<file path="src/rtl/cbg_pkg.sv">
// shared constants for the processor card clock and bus glue
package cbg_pkg;
   localparam int          DATA_W       = 16;       // data and address width
   localparam int          COND_N       = 16;       // branch condition inputs
   localparam int          SEL_W        = 4;        // condition select width
   localparam int          RING_W       = 4;        // slot ring length
   localparam logic [3:0]  RING_RESET   = 4'h7;     // 0111 loaded under clear
   localparam int          SLOT1_BIT    = 3;        // ring tap for slot one
   localparam int          SLOT2_BIT    = 2;        // ring tap for slot two
   localparam int          SLOT3_BIT    = 1;        // ring tap for slot three
   localparam int          SLOT4_BIT    = 0;        // ring tap for slot four
   localparam logic [15:0] TOP_ADDRESS  = 16'hFFFF; // octal 177777
   localparam logic [15:0] ADDR_RESET   = 16'h0000; // address register at reset
   localparam logic [15:0] DATA_RESET   = 16'h0000; // data latches at reset
endpackage

</file>
<file path="src/rtl/cbg_ring.sv">
// four-stage recirculating slot ring of the clock generator
`timescale 1ns/10ps
module cbg_ring
#(
   parameter int         W     = 4,       // ring length
   parameter logic [3:0] PRELD = 4'h7     // pattern held under clear
)
(
   input  wire logic         clk_in,      // master clock
   input  wire logic         nrst_in,     // async clear, active low
   output logic [W-1:0]      ring_out     // ring stages
);
   // only a four-stage ring gives the two-phase slot walk
   if (W != 4)
   begin : g_bad_len
      $error("cbg_ring supports a length of four only");
   end

   // clear forces the preload, then the last stage feeds the first
   always_ff @(posedge clk_in or negedge nrst_in)
   begin
      if (!nrst_in)
         ring_out <= PRELD;                          // [RULE1]
      else
         ring_out <= {ring_out[0], ring_out[W-1:1]}; // [RULE2]
   end
endmodule

</file>
<file path="src/rtl/cbg_top.sv">
// processor card glue: two-phase clocks, sync, branch mux, bus control
// What the document requires
// RULE1: under master clear the slot ring loads 0111.
// RULE2: after clear the ring rotates each clock, last stage into first.
// RULE3: phase one is slot one OR slot three strobes.
// RULE4: phase two is slot two OR slot four strobes.
// RULE5: phase one and phase two are never high together.
// RULE6: an active-low slot four strobe is offered to users.
// RULE7: reset controller holds master clear low after supplies settle. No reset controller here; NRST_IN comes in from outside.
// RULE8: rising sync is aligned to the falling edge of slot three.
// RULE9: sixteen active-low branch conditions go through a 16-to-1 mux.
// RULE10: external branch is taken when the selected input is 0.
// RULE11: sixteen data lines are buffered both ways onto the backplane.
// RULE12: direction latch idles in slot one, sets on its end if drive.
// RULE13: address register captures in slot four on address operations.
// RULE14: address drivers float on float input only while bus granted.
// RULE15: force-top input makes the stored address 177777 on a trap.
// RULE16: oscillator output is offered at the connector.
// RULE17: a DMA master requests and waits for grant before using the bus. No bus request logic here; the grant only gates the address float.
// RULE18: a DMA master drives control lines except the inactive strobe. This block has no DMA master logic.
`timescale 1ns/10ps
module cbg_top
   import cbg_pkg::*;
#(
   parameter int DW = cbg_pkg::DATA_W      // data and address width
)
(
   input  wire logic                 CLK_SYS_IN,          // master clock
   input  wire logic                 NRST_IN,             // master clear
   input  wire logic                 CPU_SYNC_N_IN,       // cpu sync request
   input  wire logic [15:0]          EXT_BRANCH_COND_N_IN,// branch conds
   input  wire logic [3:0]           COND_SEL_IN,         // condition select
   input  wire logic                 CPU_DRIVE_DIR_IN,    // cpu drives bus
   input  wire logic [DW-1:0]        CPU_DATA_IN,         // data from cpu
   input  wire logic [DW-1:0]        BUS_DATA_IN,         // backplane data
   input  wire logic                 ADDR_READ_OP_N_IN,   // address read op
   input  wire logic                 BUS_ADDR_LOAD_N_IN,  // address load op
   input  wire logic                 INTR_ACK_OP_N_IN,    // interrupt ack op
   input  wire logic                 FLOAT_ADDR_REG_N_IN, // float address
   input  wire logic                 BUS_GRANT_N_IN,      // cpu bus grant
   input  wire logic                 FORCE_TOP_ADDRESS_N_IN, // force top
   input  wire logic                 OSC_IN,              // crystal level
   output logic                      PHASE1_OUT,          // cpu phase one
   output logic                      PHASE2_OUT,          // cpu phase two
   output logic                      SLOT_STROBE_1_N_OUT, // slot one strobe
   output logic                      SLOT_STROBE_3_N_OUT, // slot three
   output logic                      SLOT_STROBE_4_N_OUT, // user slot four
   output logic                      CPU_SYNC_N_OUT,      // aligned sync
   output logic                      EXT_BRANCH_TAKE_OUT, // branch taken
   output logic [DW-1:0]             BUS_DATA_OUT,        // to backplane
   output logic                      BUS_DATA_OE_OUT,     // backplane drive
   output logic [DW-1:0]             CPU_DATA_OUT,        // to cpu
   output logic [DW-1:0]             ADDR_OUT,            // address bus
   output logic                      ADDR_OE_OUT,         // address drive
   output logic                      CRYSTAL_OSC_OUT      // oscillator pin
);
   import cbg_pkg::*;

   logic [RING_W-1:0] ring;
   logic              s1, s2, s3, s4;
   logic              s3_prev;
   logic              s1_prev;
   logic              next_phase1;
   logic              next_phase2;
   logic              addr_op;

   // the buffers and the address register are laid out for sixteen bits
   if (DW != DATA_W)
   begin : g_bad_width
      $error("cbg_top supports a sixteen bit bus only");
   end

   cbg_ring #(
      .W     (RING_W),
      .PRELD (RING_RESET)
   ) cbg_ring_i (
      .clk_in   (CLK_SYS_IN),
      .nrst_in  (NRST_IN),
      .ring_out (ring)
   );

   // slot strobes are active when the ring tap is low
   assign s1 = ~ring[SLOT1_BIT];
   assign s2 = ~ring[SLOT2_BIT];
   assign s3 = ~ring[SLOT3_BIT];
   assign s4 = ~ring[SLOT4_BIT];

   // phases from strobe pairs; the cross term keeps them disjoint even if
   // the ring were ever corrupted into two low taps
   assign next_phase1 = (s1 | s3);                // [RULE3]
   assign next_phase2 = (s2 | s4) & ~next_phase1; // [RULE4] [RULE5]

   // phase outputs are registered, one master clock behind the taps
   always_ff @(posedge CLK_SYS_IN or negedge NRST_IN)
   begin
      if (!NRST_IN)
      begin
         PHASE1_OUT <= 1'b0;
         PHASE2_OUT <= 1'b0;
      end
      else
      begin
         PHASE1_OUT <= next_phase1;               // [RULE3]
         PHASE2_OUT <= next_phase2 & ~next_phase1; // [RULE5]
      end
   end

   // strobes to the card pins, registered like the phases
   always_ff @(posedge CLK_SYS_IN or negedge NRST_IN)
   begin
      if (!NRST_IN)
      begin
         SLOT_STROBE_1_N_OUT <= 1'b1;
         SLOT_STROBE_3_N_OUT <= 1'b1;
         SLOT_STROBE_4_N_OUT <= 1'b1;
      end
      else
      begin
         SLOT_STROBE_1_N_OUT <= ~s1;
         SLOT_STROBE_3_N_OUT <= ~s3;
         SLOT_STROBE_4_N_OUT <= ~s4;               // [RULE6]
      end
   end

   // edge history of the slot strobes
   always_ff @(posedge CLK_SYS_IN or negedge NRST_IN)
   begin
      if (!NRST_IN)
      begin
         s3_prev <= 1'b0;
         s1_prev <= 1'b0;
      end
      else
      begin
         s3_prev <= s3;
         s1_prev <= s1;
      end
   end

   // sync may only rise as slot three begins (strobe falling edge), so a
   // released sync never lands mid-cycle; falling passes at once
   always_ff @(posedge CLK_SYS_IN or negedge NRST_IN)
   begin
      if (!NRST_IN)
         CPU_SYNC_N_OUT <= 1'b0;
      else if (!CPU_SYNC_N_IN)
         CPU_SYNC_N_OUT <= 1'b0;
      else if (s3 && !s3_prev)
         CPU_SYNC_N_OUT <= 1'b1;                   // [RULE8]
   end

   // selected condition is active low: a 0 takes the branch
   always_ff @(posedge CLK_SYS_IN or negedge NRST_IN)
   begin
      if (!NRST_IN)
         EXT_BRANCH_TAKE_OUT <= 1'b0;
      else
         EXT_BRANCH_TAKE_OUT <=
            ~EXT_BRANCH_COND_N_IN[COND_SEL_IN];    // [RULE9] [RULE10]
   end

   // direction latch: idle through slot one, decided as it ends
   always_ff @(posedge CLK_SYS_IN or negedge NRST_IN)
   begin
      if (!NRST_IN)
         BUS_DATA_OE_OUT <= 1'b0;
      else if (s1)
         BUS_DATA_OE_OUT <= BUS_DATA_OE_OUT;       // [RULE12]
      else if (s1_prev)
         BUS_DATA_OE_OUT <= CPU_DRIVE_DIR_IN;      // [RULE12]
   end

   // data buffered both ways; registered to keep outputs on flops
   always_ff @(posedge CLK_SYS_IN or negedge NRST_IN)
   begin
      if (!NRST_IN)
      begin
         BUS_DATA_OUT <= DATA_RESET;
         CPU_DATA_OUT <= DATA_RESET;
      end
      else
      begin
         BUS_DATA_OUT <= CPU_DATA_IN;              // [RULE11]
         CPU_DATA_OUT <= BUS_DATA_IN;              // [RULE11]
      end
   end

   // address capture in slot four on any address-carrying operation
   assign addr_op = ~ADDR_READ_OP_N_IN | ~BUS_ADDR_LOAD_N_IN |
                    ~INTR_ACK_OP_N_IN;

   always_ff @(posedge CLK_SYS_IN or negedge NRST_IN)
   begin
      if (!NRST_IN)
         ADDR_OUT <= ADDR_RESET;
      else if (s4 && addr_op)
      begin
         if (!FORCE_TOP_ADDRESS_N_IN && !INTR_ACK_OP_N_IN)
            ADDR_OUT <= TOP_ADDRESS;               // [RULE15]
         else
            ADDR_OUT <= BUS_DATA_IN;               // [RULE13]
      end
   end

   // float only with grant; a stray float request without grant is ignored
   always_ff @(posedge CLK_SYS_IN or negedge NRST_IN)
   begin
      if (!NRST_IN)
         ADDR_OE_OUT <= 1'b1;
      else
         ADDR_OE_OUT <=
            ~(~FLOAT_ADDR_REG_N_IN & ~BUS_GRANT_N_IN); // [RULE14] [RULE17]
   end

   // oscillator level passed out to the connector pin
   always_ff @(posedge CLK_SYS_IN or negedge NRST_IN)
   begin
      if (!NRST_IN)
         CRYSTAL_OSC_OUT <= 1'b0;
      else
         CRYSTAL_OSC_OUT <= OSC_IN;                // [RULE16]
   end
endmodule

</file>
<file path="config.mk">
export PLATFORM = sky130hd
export DESIGN_NAME = cbg_top
export DESIGN_NICKNAME = d
export VERILOG_FILES = /design/src/rtl/cbg_pkg.sv /design/src/rtl/cbg_ring.sv /design/src/rtl/cbg_top.sv
export SDC_FILE = /design/constraint.sdc
export NUM_CORES = 1
export LEC_CHECK = 0
export BUFFER_PORTS_ARGS = -buffer_cell sky130_fd_sc_hd__buf_2
export CORE_MARGIN = 1.5
export CORE_UTILIZATION = 30
export DETAILED_ROUTE_END_ITERATION = 10
export SYNTH_ARGS = -nofsm -noshare
export SYNTH_HDL_FRONTEND = slang
export SYNTH_SLANG_ARGS = --single-unit
</file>
<file path="constraint.sdc">
create_clock -name CLK_SYS_IN -period 1.35 [get_ports CLK_SYS_IN]
set_clock_uncertainty 0.1 [all_clocks]
set_input_delay 0.3375 -clock CLK_SYS_IN [delete_from_list [all_inputs] [get_ports CLK_SYS_IN]]
set_output_delay 0.3375 -clock CLK_SYS_IN [all_outputs]
set_load 0.1 [all_outputs]
</file>
Word level (Yosys, flattened, before mapping)
Index checks and enable logic that the tools add are counted.

Latch bits: 0. Word-level logic and storage cells: 49. Memories: 0. Memory bits (read-only): 0. Flip-flop bits (word level): 64. RAM bits: 0.

Reduce and logical (&&, ||, !) cells: 7. Add/subtract/negate cells: 0. Divide/modulo/power cells: 0. Multipliers: 0. Magnitude comparators: 1. Bitwise gates (word level): 19. Multiplexer cells: 5. Shifts and indexed selects: 0. Equal/unequal tests: 1.

Operator list (count): two-way mux 16 bit (1); NOT 1 bit (12); < comparator 4 x 5 -> 1 bit (second input constant) (1); binary-select mux 1 bit (select 4 bit) (1); bitwise OR 1 bit (4); bitwise AND 1 bit (3); logical AND 1 bit (3); zero test 1 bit (3); two-way mux 1 bit (3); inequality test 2 x 1 -> 1 bit (second input constant) (1); AND reduction 2 bit (1).

Depth between registers and ports, before layout
Depth in word-level cells: 5. Gate-level depth with buffers: 4. Depth with buffers taken out: 3.

Hierarchy
From an unflattened synthesis, not the netlist that was laid out.

Cells, all modules: 134. Area total of the unflattened synthesis: 2024.4 um^2.

Modules (own cells, without submodules): cbg_top (area each 1920.6 um^2, cells an instance 130, instances 1); cbg_ring (area each 103.8 um^2, cells an instance 4, instances 1).

Least setup slack after synthesis
OpenSTA, ideal clock, no wires.

Kind: register to register. From: reg cbg_ring_i.ring_out[0]. To: reg ADDR_OUT[11]. Slack: -0.230 ns. Arrival: 1.343 ns. Stages on the path, launching flop included: 5. Cell sequence: dfstp_2 > a31oi_1 > buf_2 > nor2_1 > a21oi_1.

Longest elaborated chain between the ends: 2.

Ends and longest elaborated chain: start: declaration (line cbg_ring.sv:11) `output logic [W-1:0] ring_out`; start signal: assignment (line cbg_ring.sv:25) `ring_out <= {ring_out[0], ring_out[W-1:1]};`; NOT 1 bit (line cbg_top.sv:86) `assign s4 = ~ring[SLOT4_BIT];`; logical AND 1 bit (line cbg_top.sv:196) `else if (s4 && addr_op)`; end signal: assignment (line cbg_top.sv:195) `ADDR_OUT <= ADDR_RESET;`; end signal: assignment (line cbg_top.sv:199) `ADDR_OUT <= TOP_ADDRESS;`; end signal: assignment (line cbg_top.sv:201) `ADDR_OUT <= BUS_DATA_IN;`; end: declaration (line cbg_top.sv:53) `output logic [DW-1:0] ADDR_OUT,`.

No other way between the ends. A chain may end at the register's enable or synchronous reset.

==> results.ini <==
[final_layout]
diodes=0
nNetsFinal=354
fill_cells=441
fin_util_pct=65.22
stdcell_area_um2=4141
mostFrequentLayoutCells=buf_2 (62), buf_12 (62), dfrtp_1 (56), nor2_1 (27), dlygate4sd3_1 (13)
syn2layout_area_growth_pct=110.0
seq_area_um2=1563
multi_input_area_um2=460.4
drive_gt1_share_pct=59.80
fin_cells=373

[pwr]
finalPower_mw=5.143
power_frac_seq_pct=39.9
power.internal_mw=3.372
clkPwrFrac_pct=31.0
p_sw_share_pct=34.43
ir_worst_vdd_mv=0.6903
power_frac_comb_pct=29.1
p_sw_mw=1.771
p_leak_nw=1.922
power_per_cell_area_nw_per_um2=1242

[detailed_routing]
wirelength_mm=5.376
viasPerCell=4.381
avgRoutedWirePerCell_um=14.41
vias=1634
antenna_left=0
drt-pass1-iter-count=4
drc_errors=0
drt_iter0_drc=37

[global_routing]
antenna_found_initial=0
grt_max_degree=34
grt_pass1_vias=1702
overflow=0
grt_pass1_wl_mm=8.376
grt_usage_pct=15.62

[die]
io_pins=121
die_width_um=84.08
start_util_pct=31.05
fp.coreArea_um2=6350
die_area_um2=7069
die_h_um=84.08
rows=29

[sta]
setup_tns_ns=-2.341
period_share_pct=122.2
clock.fmax_mhz=606.0
finalSetupViolCount=39
rsz0062_at_grt=true
max_slew_margin_pct=81.24
setup_slack_ns=-0.3002
holdWs_ns=0.01964
fin_crit_ns=1.650
hold_violations=0
worstMarginPinSlew_ns=0.2814
slew_viol_final=0

[flow_run]
maxCapViolCount=0

[clock_network]
root_buffer=clkbuf_8
cts.htree.levels=3
clk_pin_slew_worst_paths_ns=0.07
clk_path_buf_depth=2
clock_sinks=62
numCtsBuffers=9
cts_tree=built
clock_latency_ns=0.33

[setup_path]
arrival_ns=1.21
critPathTopFamily=flip-flops
crit_required_ns=0.91
crit_path_max_fanout=2
path_cells=buf_6, buf_12
crit_start=cbg_ring_i.ring_out[0]
crit_type=flip-flop to output port
r2r_start=cbg_ring_i.ring_out[0]
critPathBufInv=2
cpMaxStageDelayCell=dfstp_4
critPathCaptureType=output port
start_kind=flip-flop
cpPeakStageDelay_ns=0.62

[synthesis]
netlist_instances=132
ys_seq_elements=62
synth_area_leaders=dfrtp_1 (72%), dfstp_2 (6.7%), nor2_1 (6.5%), mux4_1 (5.3%), a21oi_1 (4.3%)
syn-cell-area_um2=1972
synth_warnings=0
synth_area_leader_cell=dfrtp_1
syn_nets=195
synth.distinct_cells=14
synth_area_per_cell_um2=14.94
ys_seq_area_share_pct=79.00
yosys.area.top_type_share_pct=72.34

[placement]
hpwl_mm=3.646
dp_slack_ns=-0.1881
postPlaceCellArea_um2=3596
gp_congestion=0.7531
numPlacedInstances=329
port_buffers=120

[outcome]
status=finished with violations
violations=setup timing

[worst_hold_path]
worstHoldStart=CPU_DATA_IN[8]
hp-class=input port to flip-flop

synthesized netlist by cell type:
master	n
a21oi_1	17
mux2i_1	2
nor2_1	34
dfrtp_1	57
o21a_1	1
buf_2	3
clkbuf_1	1
inv_1	2
mux2_2	2
a31oi_1	1
dfstp_2	5
mux4_1	4
nand2_1	2
or2_2	1
worst register-to-register path, delay by kind of cell, from the launching register on:
| family | cells | cell delay, ns |
|---|---|---|
| AO/OA/AOI/OAI | 2 | 0.36 |
| AND/OR/NAND/NOR | 1 | 0.04 |
| buffers and inverters | 3 | 0.47 |
| flip-flops | 1 | 0.47 |
logic make-up (layout without fill, tap and decap cells):
kind of cell / count (synthesis) / in the layout / share of synthesized area (%)
buffers and inverters: 6 / 169 / 1.332
DFF: 62 / 62 / 79.00
muxes: 8 / 8 / 7.487
AOI/OAI and AO/OA: 19 / 20 / 5.013
and+or+nand+nor: 37 / 37 / 7.170
state kept, by name, indices dropped and copies added (netlist names):
name                 cells
BUS_DATA_OUT            16
BUS_DATA_OE_OUT          1
PHASE2_OUT               1
SLOT_STROBE_4_N_OUT      1
cbg_ring_i.ring_out      4
EXT_BRANCH_TAKE_OUT      1
CRYSTAL_OSC_OUT          1
ADDR_OE_OUT              1
s3_prev                  1
PHASE1_OUT               1
CPU_SYNC_N_OUT           1
CPU_DATA_OUT            16
ADDR_OUT                16
s1_prev                  1
what timing repair did:
item                                   CTS  global route
hold buffers                             4             9
endpoints found under the hold margin   29             9
setup endpoints to repair               69            68
cloned                                   1             1
buffers inserted                         8             5
gates resized for setup                  2            14
metal layers:
metal	GRT usage, %	vias to the layer above	routed length, µm
li1	-	760	-
met1	18.03	788	2094
met2	26.18	73	2810
met3	4.451	13	308
met4	8.346	0	162
met5	0	-	0
layout make-up:
type / count / area share (%)
clock inverters: 7 / 1.813
well taps: 77 / 2.326
clock buffers: 9 / 2.991
flip-flops and latches: 62 / 37.73
multi-input cells: 65 / 11.12
inverters: 2 / 0.1813
repair buffers: 151 / 43.84
path summary, 6_finish.rpt:
path	endpoint	slack (ns)	cells past startpoint
setup / recovery	SLOT_STROBE_3_N_OUT	-0.30	2
hold / removal	BUS_DATA_OUT[8]	0.02	1
setup reg to reg	ADDR_OUT[7]	-0.17	6
hold reg to reg	cbg_ring_i.ring_out[0]	0.30	0
max in group asynchronous	cbg_ring_i.ring_out[2]	0.41	3
min in group asynchronous	CPU_DATA_OUT[2]	0.28	2
power groups by stage:
| stage | Sequential, mW | Combinational (mW) | Clock (mW) |
|---|---|---|---|
| after global placement | 2.08 | 1.41 | 0 |
| final | 2.05 | 1.50 | 1.59 |
| after floorplan | 2.76 | 0.0906 | 0 |
| after detailed placement | 2.09 | 1.42 | 0 |
| after global routing | 2.06 | 1.54 | 1.73 |
| after CTS | 2.05 | 1.46 | 1.63 |
(Power assumes the default switching activity.)
